--- src/rtl/ssrl_regs.svh ---
// Purpose: offsets, field positions and reset values of the serial loader
// Assumes: 32-bit words, control field in the four low bits
// Notes:   definitions only
`ifndef SSRL_REGS_SVH
`define SSRL_REGS_SVH

`define SSRL_WORD_W        32
`define SSRL_CTRL_W        4
`define SSRL_NUM_LATCH     13
`define SSRL_LAST_IDX      4'hC
`define SSRL_LATCH_RST     32'h0000_0000

`define SSRL_IDX_INT       4'h0
`define SSRL_IDX_PFRAC     4'h1
`define SSRL_IDX_AUX       4'h2
`define SSRL_IDX_PHASE     4'h3
`define SSRL_IDX_CFG       4'h4
`define SSRL_IDX_OUT       4'h6

// register 0
`define SSRL_INT_LSB       4
`define SSRL_AUTOCAL_BIT   21
// register 1
`define SSRL_PFRAC_LSB     4
// register 2
`define SSRL_AMOD_LSB      4
`define SSRL_AFRAC_LSB     18
// register 3
`define SSRL_PHASE_LSB     4
// register 4
`define SSRL_MONSEL_LSB    27
`define SSRL_DOUBLER_BIT   26
`define SSRL_HALVER_BIT    25
`define SSRL_RCOUNT_LSB    15
`define SSRL_DBUF_BIT      14
`define SSRL_CPCUR_LSB     10
`define SSRL_REFDIFF_BIT   9
`define SSRL_PDPOL_BIT     7
// register 6
`define SSRL_OUTDIV_LSB    21
`define SSRL_MUTE_BIT      11
`define SSRL_PWR_LSB       4

// monitor select codes
`define SSRL_MON_LOW       3'h0
`define SSRL_MON_HIGH      3'h1
`define SSRL_MON_GND       3'h2
`define SSRL_MON_REFDIV    3'h3
`define SSRL_MON_FBDIV     3'h4
`define SSRL_MON_ALOCK     3'h5
`define SSRL_MON_DLOCK     3'h6

// calibration search: 2 oscillator bits plus 8 band bits
`define SSRL_CAL_BITS      10
`define SSRL_CAL_LAST      4'h9

`endif

--- src/rtl/ssrl_pkg.sv ---
// Purpose: types shared by the serial loader files
// Assumes: field widths as held by the synthesizer counters
// Notes:   constants live in ssrl_regs.svh
package ssrl_pkg;

  typedef logic [31:0] ssrl_word_t;

  typedef struct packed {
    logic [15:0] int_value;
    logic [23:0] primary_fraction_numerator;
    logic [13:0] auxiliary_fraction_numerator;
    logic [13:0] auxiliary_modulus;
    logic [9:0]  ref_count;
    logic        ref_doubler;
    logic        reference_halver;
    logic [23:0] phase_value;
    logic [3:0]  cp_current;
    logic [2:0]  out_div;
    logic [1:0]  out_power;
    logic        ref_differential;
    logic        pd_positive;
    logic        mute_until_locked;
    logic [2:0]  monitor_select;
  } ssrl_active_s;

  typedef struct packed {
    logic       busy;
    logic [1:0] vco_select;
    logic [7:0] band_select;
  } ssrl_cal_s;

  typedef enum logic {
    SSRL_CAL_IDLE,
    SSRL_CAL_RUN
  } ssrl_cal_state_e;

endpackage

--- src/rtl/ssrl_sync.sv ---
// Purpose: two-flop synchroniser for a group of asynchronous levels
// Assumes: each bit is an independent level
// Notes:   first stage is read by the second stage only
`timescale 1ns/1ps
module ssrl_sync #(
  parameter int WIDTH = 1
) (
  input  wire logic             clk_in,
  input  wire logic             rst_in,
  input  wire logic [WIDTH-1:0] async_in,
  output logic      [WIDTH-1:0] sync_out
);

  logic [WIDTH-1:0] meta_r;
  logic [WIDTH-1:0] stage_r;

  always_ff @(posedge clk_in) begin
    if (rst_in) begin
      meta_r  <= '0;
      stage_r <= '0;
    end else begin
      meta_r  <= async_in;
      stage_r <= meta_r;
    end
  end

  assign sync_out = stage_r;

endmodule

--- src/rtl/ssrl_loader.sv ---
// Purpose: serial programming section of a frequency synthesizer
// Assumes: serial clock well below clk_in / 4
// Notes:   all link and analog-side inputs are sampled by two flip-flops
`timescale 1ns/1ps
`include "ssrl_regs.svh"
module ssrl_loader
  import ssrl_pkg::*;
(
  input  wire logic   clk_in,
  input  wire logic   rst_in,
  input  wire logic   serial_clk_in,
  input  wire logic   serial_data_in,
  input  wire logic   latch_load_strobe_in,
  input  wire logic   digital_lock_in,
  input  wire logic   analog_lock_in,
  input  wire logic   ref_div_clk_in,
  input  wire logic   feedback_div_clk_in,
  input  wire logic   tune_high_in,
  output ssrl_active_s active_out,
  output ssrl_cal_s    cal_out,
  output logic         integer_mode_out,
  output logic         vtune_internal_ref_out,
  output logic         output_stage_enable_out,
  output logic         monitor_output_pin_out,
  output logic         bad_index_out
);

  ////////////////////////////////////////////////////////////////////////
  // input synchronisers

  logic [2:0] link_s;
  logic [4:0] ana_s;
  logic       sclk_s;
  logic       sdata_s;
  logic       strobe_s;
  logic       dlock_s;
  logic       alock_s;
  logic       refclk_s;
  logic       fbclk_s;
  logic       tune_s;

  ssrl_sync #(.WIDTH(3)) u_link_sync (
    .clk_in   (clk_in),
    .rst_in   (rst_in),
    .async_in ({serial_clk_in, serial_data_in, latch_load_strobe_in}),
    .sync_out (link_s)
  );

  ssrl_sync #(.WIDTH(5)) u_ana_sync (
    .clk_in   (clk_in),
    .rst_in   (rst_in),
    .async_in ({digital_lock_in, analog_lock_in, ref_div_clk_in,
                feedback_div_clk_in, tune_high_in}),
    .sync_out (ana_s)
  );

  assign {sclk_s, sdata_s, strobe_s}                  = link_s;
  assign {dlock_s, alock_s, refclk_s, fbclk_s, tune_s} = ana_s;

  ////////////////////////////////////////////////////////////////////////
  // shift register and latches

  ssrl_word_t shift_r;
  ssrl_word_t shift_nxt;
  logic       sclk_prev_r;
  logic       strobe_prev_r;
  logic       refclk_prev_r;
  ssrl_word_t latch_r   [`SSRL_NUM_LATCH];
  ssrl_word_t latch_nxt [`SSRL_NUM_LATCH];
  logic       bad_index_r;
  logic       bad_index_nxt;
  logic       load_ev;
  logic       load_r0;
  logic [3:0] ctrl;

  assign ctrl    = shift_r[`SSRL_CTRL_W-1:0];
  assign load_ev = strobe_s & ~strobe_prev_r;
  assign load_r0 = load_ev && (ctrl == `SSRL_IDX_INT);

  always_comb begin
    shift_nxt     = shift_r;
    bad_index_nxt = bad_index_r;
    for (int i = 0; i < `SSRL_NUM_LATCH; i++) begin
      latch_nxt[i] = latch_r[i];
    end
    if (sclk_s && !sclk_prev_r) begin
      // msb first: older bits move up toward bit 31
      shift_nxt = {shift_r[`SSRL_WORD_W-2:0], sdata_s};
    end
    if (load_ev) begin
      // indices 13..15 name no latch and are dropped
      if (ctrl <= `SSRL_LAST_IDX) begin
        latch_nxt[ctrl] = shift_r;
        bad_index_nxt   = 1'b0;
      end else begin
        bad_index_nxt = 1'b1;
      end
    end
  end

  always_ff @(posedge clk_in) begin
    if (rst_in) begin
      shift_r       <= '0;
      sclk_prev_r   <= 1'b0;
      strobe_prev_r <= 1'b0;
      refclk_prev_r <= 1'b0;
      bad_index_r   <= 1'b0;
      for (int i = 0; i < `SSRL_NUM_LATCH; i++) begin
        latch_r[i] <= `SSRL_LATCH_RST;
      end
    end else begin
      shift_r       <= shift_nxt;
      sclk_prev_r   <= sclk_s;
      strobe_prev_r <= strobe_s;
      refclk_prev_r <= refclk_s;
      bad_index_r   <= bad_index_nxt;
      for (int i = 0; i < `SSRL_NUM_LATCH; i++) begin
        latch_r[i] <= latch_nxt[i];
      end
    end
  end

  ////////////////////////////////////////////////////////////////////////
  // active settings

  ssrl_active_s active_r;
  ssrl_active_s active_nxt;
  ssrl_word_t   l4;
  ssrl_word_t   l6;

  assign l4 = latch_r[`SSRL_IDX_CFG];
  assign l6 = latch_r[`SSRL_IDX_OUT];

  always_comb begin
    active_nxt = active_r;
    // immediate fields follow their latch one cycle later
    active_nxt.ref_differential  = l4[`SSRL_REFDIFF_BIT];
    active_nxt.pd_positive       = l4[`SSRL_PDPOL_BIT];
    active_nxt.monitor_select    = l4[`SSRL_MONSEL_LSB +: 3];
    active_nxt.out_power         = l6[`SSRL_PWR_LSB +: 2];
    active_nxt.mute_until_locked = l6[`SSRL_MUTE_BIT];
    if (!l4[`SSRL_DBUF_BIT]) begin
      active_nxt.out_div = l6[`SSRL_OUTDIV_LSB +: 3];
    end
    if (load_r0) begin
      // register 0 itself is taken from the word being loaded
      active_nxt.int_value = shift_r[`SSRL_INT_LSB +: 16];
      active_nxt.primary_fraction_numerator =
        latch_r[`SSRL_IDX_PFRAC][`SSRL_PFRAC_LSB +: 24];
      active_nxt.auxiliary_fraction_numerator =
        latch_r[`SSRL_IDX_AUX][`SSRL_AFRAC_LSB +: 14];
      active_nxt.auxiliary_modulus =
        latch_r[`SSRL_IDX_AUX][`SSRL_AMOD_LSB +: 14];
      active_nxt.phase_value =
        latch_r[`SSRL_IDX_PHASE][`SSRL_PHASE_LSB +: 24];
      active_nxt.ref_count   = l4[`SSRL_RCOUNT_LSB +: 10];
      active_nxt.ref_doubler = l4[`SSRL_DOUBLER_BIT];
      active_nxt.reference_halver = l4[`SSRL_HALVER_BIT];
      active_nxt.cp_current  = l4[`SSRL_CPCUR_LSB +: 4];
      if (l4[`SSRL_DBUF_BIT]) begin
        active_nxt.out_div = l6[`SSRL_OUTDIV_LSB +: 3];
      end
    end
  end

  always_ff @(posedge clk_in) begin
    if (rst_in) begin
      active_r <= '0;
    end else begin
      active_r <= active_nxt;
    end
  end

  ////////////////////////////////////////////////////////////////////////
  // oscillator and band calibration

  ssrl_cal_state_e cal_state_r;
  ssrl_cal_state_e cal_state_nxt;
  logic [3:0]      cal_step_r;
  logic [3:0]      cal_step_nxt;
  logic [9:0]      cal_code_r;
  logic [9:0]      cal_code_nxt;
  logic [9:0]      cal_bit;
  logic            ref_edge;

  assign ref_edge = refclk_s & ~refclk_prev_r;
  assign cal_bit  = 10'h200 >> cal_step_r;

  always_comb begin
    cal_state_nxt = cal_state_r;
    cal_step_nxt  = cal_step_r;
    cal_code_nxt  = cal_code_r;
    unique case (cal_state_r)
      SSRL_CAL_IDLE: begin
        if (load_r0 && shift_r[`SSRL_AUTOCAL_BIT]) begin
          cal_state_nxt = SSRL_CAL_RUN;
          cal_step_nxt  = 4'h0;
          cal_code_nxt  = 10'h200;
        end
      end
      SSRL_CAL_RUN: begin
        // successive approximation, one decision per reference edge
        if (load_r0 && shift_r[`SSRL_AUTOCAL_BIT]) begin
          cal_step_nxt = 4'h0;
          cal_code_nxt = 10'h200;
        end else if (ref_edge) begin
          if (tune_s) begin
            cal_code_nxt = cal_code_r & ~cal_bit;
          end
          if (cal_step_r == `SSRL_CAL_LAST) begin
            cal_state_nxt = SSRL_CAL_IDLE;
          end else begin
            cal_step_nxt = cal_step_r + 4'h1;
            cal_code_nxt = (tune_s ? (cal_code_r & ~cal_bit) : cal_code_r)
                           | (cal_bit >> 1);
          end
        end
      end
    endcase
  end

  always_ff @(posedge clk_in) begin
    if (rst_in) begin
      cal_state_r <= SSRL_CAL_IDLE;
      cal_step_r  <= 4'h0;
      cal_code_r  <= 10'h000;
    end else begin
      cal_state_r <= cal_state_nxt;
      cal_step_r  <= cal_step_nxt;
      cal_code_r  <= cal_code_nxt;
    end
  end

  ////////////////////////////////////////////////////////////////////////
  // registered outputs

  ssrl_cal_s cal_r;
  ssrl_cal_s cal_nxt;
  logic      int_mode_r;
  logic      int_mode_nxt;
  logic      vtune_r;
  logic      vtune_nxt;
  logic      stage_en_r;
  logic      stage_en_nxt;
  logic      mon_r;
  logic      mon_nxt;

  always_comb begin
    cal_nxt.busy        = (cal_state_nxt == SSRL_CAL_RUN);
    cal_nxt.vco_select  = cal_code_nxt[9:8];
    cal_nxt.band_select = cal_code_nxt[7:0];
    // tuning pin is parked on the internal reference while searching
    vtune_nxt    = (cal_state_nxt == SSRL_CAL_RUN);
    int_mode_nxt = (active_nxt.primary_fraction_numerator == 24'h000000) &&
                   (active_nxt.auxiliary_fraction_numerator == 14'h0);
    stage_en_nxt = !active_nxt.mute_until_locked || dlock_s;
    unique case (active_nxt.monitor_select)
      `SSRL_MON_HIGH:   mon_nxt = 1'b1;
      `SSRL_MON_REFDIV: mon_nxt = refclk_s;
      `SSRL_MON_FBDIV:  mon_nxt = fbclk_s;
      `SSRL_MON_ALOCK:  mon_nxt = alock_s;
      `SSRL_MON_DLOCK:  mon_nxt = dlock_s;
      default:          mon_nxt = 1'b0;
    endcase
  end

  always_ff @(posedge clk_in) begin
    if (rst_in) begin
      cal_r      <= '0;
      int_mode_r <= 1'b1;
      vtune_r    <= 1'b0;
      stage_en_r <= 1'b1;
      mon_r      <= 1'b0;
    end else begin
      cal_r      <= cal_nxt;
      int_mode_r <= int_mode_nxt;
      vtune_r    <= vtune_nxt;
      stage_en_r <= stage_en_nxt;
      mon_r      <= mon_nxt;
    end
  end

  assign active_out              = active_r;
  assign cal_out                 = cal_r;
  assign integer_mode_out        = int_mode_r;
  assign vtune_internal_ref_out  = vtune_r;
  assign output_stage_enable_out = stage_en_r;
  assign monitor_output_pin_out  = mon_r;
  assign bad_index_out           = bad_index_r;

endmodule

--- config.mk ---
export PLATFORM = sky130hd
export DESIGN_NAME = ssrl_loader
export DESIGN_NICKNAME = d
export VERILOG_FILES = /design/src/rtl/ssrl_pkg.sv /design/src/rtl/ssrl_sync.sv /design/src/rtl/ssrl_loader.sv
export VERILOG_INCLUDE_DIRS = /design/src /design/src/rtl
export SDC_FILE = /design/constraint.sdc
export NUM_CORES = 1
export LEC_CHECK = 0
export ABC_AREA = 1
export BUFFER_PORTS_ARGS = -buffer_cell sky130_fd_sc_hd__buf_2
export CAP_MARGIN = 20
export CORE_AREA = 3 3 154 156
export CTS_BUF_LIST = sky130_fd_sc_hd__clkbuf_8 sky130_fd_sc_hd__clkbuf_16
export DETAILED_ROUTE_END_ITERATION = 12
export DIE_AREA = 0 0 157 159
export GPL_TIMING_DRIVEN = 0
export PLACE_DENSITY_LB_ADDON = 0.3
export SLEW_MARGIN = 20
export SYNTH_ARGS = -nofsm -noshare
export SYNTH_HDL_FRONTEND = slang
export SYNTH_SLANG_ARGS = --single-unit
--- constraint.sdc ---
create_clock -name clk_in -period 3.4 [get_ports clk_in]
set_input_delay 0.51 -clock clk_in [delete_from_list [all_inputs] [get_ports clk_in]]
set_output_delay 0.51 -clock clk_in [all_outputs]
set_load 0.01 [all_outputs]
==> flow_summary.toml, run 1 <==
[clock_tree]
cts_resized = 0
cts_hold_buf = 0
cts_tree = "yes"
cts_made_buffers = 30
clkLatencyLatePin_ns = 0.55
cts.path.max_buffers = 3
post_cts_buffers = 0
h-tree-depth = 1
clkSinkCount = 293
cts-root-buf = "clkbuf_16"
clkTransAtPathRegs_ns = 0.06

[global_route]
grt_pass1_vias = 8629
grt_start_max_net_pins = 15
grt_pass1_wl_um = 46820
overflow = 0
antenna_found_initial = 0
grt_use_total_pct = 23.15

[timing]
final_hold_viol_count = 0
skew_ns = 0.01381
fin_tns_setup_ns = 0
finalCriticalPeriod_ns = 1.994
relSlewSlack_pct = 58.08
setup_viol = 0
setup_slack_ns = 1.406
final_max_slew_viol_count = 0
fmax_ghz = 0.5015
rsz0062_at_grt = "no"
worstMarginPinSlew_ns = 0.6288
post-route-period-util_pct = 58.65

[placement]
dpl_worst_slack_ns = 1.058
gp_congestion = 0.8749
dpl_cell_area_sq_um = 11590
dp_hpwl_um = 21190
port_buffers = 143

[job]
cap_viol_max_count = 0

[synthesis]
yosys_most_used_dff = "dfxtp_1"
yosysMostFrequentCell = "dfxtp_1"
ys_warn_count = 0
async_flop_share_pct = 0
synth_nets = 1342
synth_edf_count = 0
synth_top_area_share_pct = 55.76
ys_ff_latch = 293
synth_common_cells = "293 x dfxtp_1, 209 x o21ai_0, 192 x nor2_1"
ys_types = 31
synth_top_area_cell = "dfxtp_1"
synth.avg_cell_area_sq_um = 7.934
netlist_area_sq_um = 10520
synthTopCellsByArea = "dfxtp_1 56%, o21ai_0 9.9%, a21oi_1 8.3%, nor2_1 6.9%, inv_1 5.7%"
synth_cells = 1326
yosysSeqAreaShare_pct = 55.76

[floorplan]
rows = 55
fp.dieH_um = 159
ioPinCount = 145
core-area_sq_um = 22500
start_util_pct = 46.75
die-width_um = 157
die-area_sq_um = 24960

[drt]
routedWlPerCell_um = 16.56
antenna_left = 0
drt_iter0_markers = 626
remaining_drc_errors = 0
wl_um = 29920
drt_first_pass_iters = 5
vias_per_cell = 5.168
dr_total_vias = 9338

[cells_and_area]
final_area_sq_um = 12590
multiInputGateArea_sq_um = 3657
n_fill_cell = 2130
area.growth.synth_to_final_pct = 19.71
antennaDiodeCount = 0
drive_above_1_share_pct = 14.91
nNetsFinal = 1517
seq_area_sq_um = 5866

[worst_setup_path]
worstSetupStartpoint = "shift_r[0]$_SDFFE_PP0P_"
r2r_setup_slack_ns = 1.41
critPathLaunchType = "flop"
crit_arrival_ns = 2.41
r2r_start = "shift_r[0]$_SDFFE_PP0P_"
r2r_end = "latch_r[0][115]$_SDFFE_PP0P_"
worstRegToRegCells = 7
endpoint_kind = "flop"
critPathKind = "reg2reg"
worstPathRequired_ns = 3.82
critPathMaxFanout = 10

[min_path]
min_from = "ref_div_clk_in"
hold_end = "u_ana_sync.meta_r[2]$_SDFF_PP0_"
hold_depth = 3
hp-class = "in2reg"

[pwr]
vdd_drop_max_uv = 322.7
power_density_nw_per_um2 = 584.6
fin_total_pwr_uw = 7362
p_leak_uw = 0.005434

[outcome]
status = "complete, no violations"
critical path: stages (launching register included):
cell	delay [ns]
dfxtp_1	0.35
inv_2	0.11
nand2_1	0.08
a31oi_1	0.36
nand4_1	0.27
clkbuf_1	0.29
o21ai_0	0.34
a21oi_1	0.07
report_power, final:
group / internal (uW) / total [uW] / switching [uW]
clock: 1950 / 3270 / 1320
sequential: 3530 / 3620 / 90.8
combinational: 152 / 465 / 313
worst max path at each step:
| stage | slack (ns) | endpoint | depth (start not counted) |
|---|---|---|---|
| 2_1_floorplan | 1.84 | latch_r[0][135]$_SDFFE_PP0P_ | 6 |
| 3_3_place_gp | 1.02 | active_out[39]$_SDFFE_PP0N_ | 6 |
| 3_5_place_dp | 1.06 | active_out[50]$_SDFFE_PP0N_ | 6 |
| 4_1_cts | 1.44 | integer_mode_out$_SDFF_PP1_ | 10 |
| 5_1_grt | 1.27 | integer_mode_out$_SDFF_PP1_ | 10 |
| 6_report | 1.41 | latch_r[0][115]$_SDFFE_PP0P_ | 7 |
layout by cell type, fill, tap and decap left out, types with 5 or more instances in the layout:
cell type    n
inv_1      168
clkbuf_1    59
ha_1         6
a21oi_1    174
buf_2      168
nand4_1     12
nand3_1     53
nor2_2       5
clkbuf_16   31
nand2_1    106
clkbuf_8    11
dfxtp_1    293
o21ai_1      6
o21ai_0    209
nor2_1     192
through the flow:
step / instances / utilization [%] / hold slack [ns]
3_5_place_dp: 1754 / 51.52 / 0.3952
3_3_place_gp: 1754 / 51.52 / 0.3940
2_1_floorplan: 1326 / - / 0.3883
6_report: 1807 / 55.96 / 0.1722
5_1_grt: 1807 / 55.96 / 0.1744
4_1_cts: 1807 / 55.96 / 0.1538
state kept, by name, indices dropped and copies added, names as in the netlist, 3 cells and up:
signal	cells
u_ana_sync.meta_r	5
cal_step_r	4
cal_code_r	10
u_ana_sync.sync_out	5
shift_r	32
active_out	119
u_link_sync.meta_r	3
latch_r	104
u_link_sync.sync_out	3
layout make-up:
| type | count | area share (%) |
|---|---|---|
| Tap cell | 285 | 2.832 |
| Buffer | 89 | 3.060 |
| Timing Repair Buffer | 143 | 5.683 |
| Multi-Input combinational cell | 781 | 29.04 |
| Inverter | 163 | 4.858 |
| Sequential cell | 293 | 46.58 |
| Clock inverter | 11 | 0.5862 |
| Clock buffer | 42 | 7.362 |
cells by family (layout without fill, tap and decap cells):
group                    count (synthesis)  after routing  synth area share [%]
AO/OA/AOI/OAI                          400            400                 19.34
XOR/XNOR                                 1              1               0.08327
adder cells (fa/ha/maj)                  6              6                0.7136
buffers and inverters                  252            448                 9.479
flip-flops                             293            293                 55.76
AND/OR/NAND/NOR                        374            374                 14.63
layer usage:
metal	track usage, %	wire (um)
met2	36.20	13300
met5	0	0
met3	3.642	2005
met4	7.123	926
met1	32.98	13690
Note: power is estimated with default switching activity, not from simulation.
==> inputs of run 2 (changes only) <==
clock period = 1.7 ns   (was 3.4 ns; I/O delays follow)
==> flow_summary.toml, run 2 (synthesis results as in run 1) <==
[timing]
skew_ns = 0.01738
post-route-period-util_pct = 102.6
finalCriticalPeriod_ns = 1.745
setup_slack_ns = -0.04502
final_hold_viol_count = 0
fmax_ghz = 0.5731
worstMarginPinSlew_ns = 0.6203
rsz0062_at_grt = "yes"
final_max_slew_viol_count = 0
setup_viol = 1
relSlewSlack_pct = 58.64

[global_route]
use_met1_pct = 33.08
antenna_found_initial = 0
overflow = 0
grt_use_total_pct = 23.26
use_met2_pct = 36.40
grtUsageMet3_pct = 3.642
grt_pass1_wl_um = 47120
grt_pass1_vias = 8695
top_usage_layer = "met2"
grt_start_max_net_pins = 15

[pwr]
pwr-share-comb_pct = 7.1
swShare_pct = 23.73
seq_power_share_pct = 48.7
vdd_drop_max_uv = 651.1
p_leak_uw = 0.005664
p_sw_uw = 3527
power.internal_uw = 11340
power_density_nw_per_um2 = 1135
pwr-share-clk_pct = 44.2

[worst_setup_path]
critPathLaunchType = "flop"
worstPathRequired_ns = 2.12
crit_arrival_ns = 2.16
endpoint_kind = "flop"
critPathKind = "reg2reg"
critPathMaxFanout = 7

[drt]
dr_total_vias = 9565
drt_iter0_markers = 752
routedWlPerCell_um = 16.72
drt_first_pass_iters = 5
vias_per_cell = 5.210
wl_um = 30710
antenna_left = 0
remaining_drc_errors = 0

[clock_tree]
cts.path.max_buffers = 3
cts_tree = "yes"
clkLatencyLatePin_ns = 0.56
clkSinkCount = 293
cts_made_buffers = 30
h-tree-depth = 1
clkTransAtPathRegs_ns = 0.06
cts-root-buf = "clkbuf_16"

[placement]
numPlacedInstances = 1754
gp_congestion = 0.8749
port_buffers = 143
dp_hpwl_um = 21190

[floorplan]
core-area_sq_um = 22500
ioPinCount = 145
start_util_pct = 46.75
fp.dieH_um = 159
die-area_sq_um = 24960
rows = 55
die-width_um = 157

[cells_and_area]
drive_above_1_share_pct = 19.02
area.growth.synth_to_final_pct = 24.52
final_cell_mix = "287 x dfxtp_1, 190 x o21ai_0, 188 x nor2_1, 174 x a21oi_1, 166 x inv_1"
nNetsFinal = 1546
antennaDiodeCount = 0
n_fill_cell = 2050
largest_register_ffs = 119
final_common_cell = "dfxtp_1"
final_util_pct = 58.22
finalNonFillerCells = 1836

[outcome]
violations = "setup timing"
status = "finished with violations"

[min_path]
hp-class = "reg2reg"

[job]
cap_viol_max_count = 0
[run 2: cell types whose count changed in the layout (fill, tap and decap cells not counted), moves of 8 or more]
| cell | change |
|---|---|
| buf_2 | -11 |
| buf_4 | +22 |
| clkbuf_1 | -16 |
| clkbuf_2 | +11 |
| dlygate4sd3_1 | +8 |
| nand2_1 | -10 |
| nand2_2 | +9 |
| o21ai_0 | -19 |
| o21ai_1 | +17 |
[run 2: repair_timing]
| item | 4_1_cts | 5_1_grt |
|---|---|---|
| pin swaps | 3 | 25 |
| buffers inserted | 4 | 14 |
| hold buffers | 8 | 0 |
| endpoints found under the hold margin | 8 | 0 |
| gates cloned | 1 | 2 |
| resized for setup | 30 | 104 |
| endpoints found under the setup margin | 175 | 152 |
[run 2: path summary, 6_finish.rpt]
kind                              startpoint                           endpoint  slack (ns)  depth (start not counted)
max reg2reg          shift_r[2]$_SDFFE_PP0P_        integer_mode_out$_SDFF_PP1_       -0.05                         12
max                  shift_r[2]$_SDFFE_PP0P_        integer_mode_out$_SDFF_PP1_       -0.05                         12
min          u_ana_sync.meta_r[4]$_SDFF_PP0_  u_ana_sync.sync_out[4]$_SDFF_PP0_        0.41                          2
min reg2reg  u_ana_sync.meta_r[4]$_SDFF_PP0_  u_ana_sync.sync_out[4]$_SDFF_PP0_        0.41                          2
[run 2: final cells by class]
cell class / instances / area (sq um) / area share (%)
sequential: 293 / 5883 / 44.91
multi-input combinational: 781 / 3780 / 28.85
timing repair buffer: 172 / 979.7 / 7.478
clock buffer: 42 / 927.1 / 7.077
inverter: 163 / 620.6 / 4.737
buffer: 89 / 479.2 / 3.658
tap: 285 / 356.6 / 2.722
clock inverter: 11 / 73.82 / 0.5635
[run 2: layer usage]
layer | wire [um] | part of all wire [%]
met1 | 13540 | 44
met2 | 13800 | 45
met4 | 910 | 3.0
met3 | 2462 | 8.0
met5 | 0 | 0
[run 2: critical path: stages (launching register included)]
cell     delay [ns]
dfxtp_4        0.36
nor2_4         0.21
nand3_4        0.16
buf_12         0.19
buf_4          0.16
nand2_1        0.06
nand2_1        0.07
nand2_1        0.09
nor2_1         0.05
nand2_1        0.07
nor2_1         0.05
nand3_2        0.07
nand2_2        0.05
[run 2: power groups by stage]
stage / registers (uW) / logic, uW / clock network, uW
final: 7250 / 1050 / 6570
after detailed placement: 7390 / 921 / 0
after CTS: 7240 / 968 / 6610
after floorplan: 7370 / 536 / 0
after global placement: 7390 / 908 / 0
after global routing: 7260 / 1170 / 6920
[run 2: per-stage QoR]
stage / power [uW] / TNS [ns] / cell area, sq um / hold slack (ns) / setup WS (ns)
3_5_place_dp: 8309 / -26.83 / 11590 / 0.3952 / -0.3865
2_1_floorplan: 7909 / 0 / 10520 / 0.3620 / 0.1864
3_3_place_gp: 8295 / -21.31 / 11590 / 0.3940 / -0.4294
5_1_grt: 15350 / -1.582 / 13100 / 0.4348 / -0.1527
4_1_cts: 14820 / -0.05998 / 12780 / 0.3685 / -0.05998
6_report: 14870 / -0.04502 / 13100 / 0.4051 / -0.04502
==> inputs of run 3 (changes only) <==
CORE_AREA = 3 3 131 184   (was 3 3 154 156)
CTS_CLUSTER_SIZE = 12   (was not set)
DIE_AREA = 0 0 134 187   (was 0 0 157 159)
==> flow_summary.toml, run 3 (synthesis results as in run 1) <==
[timing]
relSlewSlack_pct = 59.35
fmax_ghz = 0.5832
post-route-period-util_pct = 100.9
rsz0062_at_grt = "yes"
finalCriticalPeriod_ns = 1.715
final_hold_viol_count = 0
fin_tns_setup_ns = -0.01482
skew_ns = 0.01202
setup_slack_ns = -0.01482
setup_viol = 1
worstMarginPinSlew_ns = 0.6098
final_max_slew_viol_count = 0

[floorplan]
ioPinCount = 145
die-area_sq_um = 25060
die-width_um = 134
start_util_pct = 46.70
fp.dieH_um = 187
rows = 65
core-area_sq_um = 22530

[global_route]
top_usage_layer = "met2"
use_met1_pct = 29.16
grt_pass1_wl_um = 47620
grt_use_total_pct = 23.60
overflow = 0
grt_start_max_net_pins = 15
grtUsageMet3_pct = 2.664
antenna_found_initial = 0
grt_pass1_vias = 8885
use_met2_pct = 42.57

[outcome]
status = "finished with violations"
violations = "setup timing"

[drt]
wl_um = 30740
vias_per_cell = 5.188
drt_first_pass_iters = 5
drt_iter0_markers = 692
dr_total_vias = 9525
antenna_left = 0
remaining_drc_errors = 0
routedWlPerCell_um = 16.75

[job]
cap_viol_max_count = 0

[clock_tree]
cts_tree = "yes"
h-tree-depth = 1
cts_made_buffers = 28
clkTransAtPathRegs_ns = 0.06
clkLatencyLatePin_ns = 0.54
clkSinkCount = 293
cts.path.max_buffers = 3
cts-root-buf = "clkbuf_16"

[cells_and_area]
largest_register_ffs = 119
nNetsFinal = 1548
antennaDiodeCount = 0
area.growth.synth_to_final_pct = 22.82
n_fill_cell = 2116
final_common_cell = "dfxtp_1"
final_cell_mix = "287 x dfxtp_1, 187 x nor2_1, 179 x o21ai_0, 173 x a21oi_1, 163 x buf_2"
drive_above_1_share_pct = 19.02

[placement]
dp_hpwl_um = 21940
port_buffers = 143
gp_congestion = 0.9396

[worst_setup_path]
cp_slowest_stage_delay_ns = 0.35
worst-path-buf-inv = 2
path_common_cell = "nand2_1"
crit_family = "simple AND/OR/NAND/NOR gates"
critPathLaunchType = "flop"
critPathKind = "reg2reg"
worstPathRequired_ns = 2.17
path_cells = "nor2_4 -> nand3_4 -> buf_12 -> buf_8 -> nand2_2 -> o21ai_2 -> nor2_1 -> nand2_1 -> nor2_2 -> nand3_1 -> nand2_1"
cp_slowest_cell = "dfxtp_4"
crit_arrival_ns = 2.18
endpoint_kind = "flop"
critPathMaxFanout = 6

[pwr]
vdd_drop_max_uv = 965.6
p_leak_uw = 0.005568
power_density_nw_per_um2 = 1071
fin_total_pwr_uw = 13840

[min_path]
hp-class = "reg2reg"
## run 3: cell types whose count changed in the layout (fill, tap and decap cells not counted), sizes merged
| cell | change |
|---|---|
| inv | -8 |
| clkinv | -1 |
| clkbuf | -18 |
| bufinv | -1 |
| buf | +12 |
## run 3: layout make-up
cell class	count	area, sq um	area share [%]
sequential	293	5881	45.51
clock inverter	1	3.754	0.02905
clock buffer	32	767.0	5.936
tap	301	376.6	2.915
multi-input combinational	781	3791	29.34
buffer	87	465.4	3.602
timing repair buffer	178	1021	7.902
inverter	163	615.6	4.764
## run 3: layer usage
layer  wire, um  vias up
li1           -     4687
met1      12490     4464
met2      15570      303
met3       1672       71
met4       1015        0
met5          0        -
## run 3: power by group
group          switching, uW  internal, uW  leakage [uW]
Combinational            658           377       0.00280
Clock                   2430          3120      0.000384
Sequential               184          7060       0.00238
## run 3: path summary, 6_finish.rpt
check,depth (start not counted),slack [ns],start,to
max,11,-0.01,shift_r[2]$_SDFFE_PP0P_,integer_mode_out$_SDFF_PP1_
max reg2reg,11,-0.01,shift_r[2]$_SDFFE_PP0P_,integer_mode_out$_SDFF_PP1_
min,2,0.40,u_ana_sync.meta_r[2]$_SDFF_PP0_,u_ana_sync.sync_out[2]$_SDFF_PP0_
min reg2reg,2,0.40,u_ana_sync.meta_r[2]$_SDFF_PP0_,u_ana_sync.sync_out[2]$_SDFF_PP0_
## run 3: through the flow
step	instance area, sq um	instances	worst slack, ns	util, %	hold slack [ns]
floorplan	10520	1326	0.1864	-	0.3620
finish	12920	1836	-0.01482	57.36	0.4010
global placement	11610	1770	-0.3419	51.55	0.3942
detailed placement	11610	1770	-0.3963	51.55	0.3959
global route	12920	1836	-0.1083	57.36	0.4307
CTS	12720	1828	0.002711	56.47	0.3937
## run 3: repair_timing
action / CTS / global route
buffers inserted: 17 / 7
setup endpoints to repair: 181 / 174
gates resized for setup: 41 / 103
hold endpoints to repair: 8 / 0
pin swaps: 11 / 19
gates cloned: 1 / 2
hold buffers: 8 / 0
## run 3: tightest hold or removal path: stages, from the launching register on
cell and delay, ns:
dfxtp_1 0.30, inv_1 0.04, nor2_1 0.03
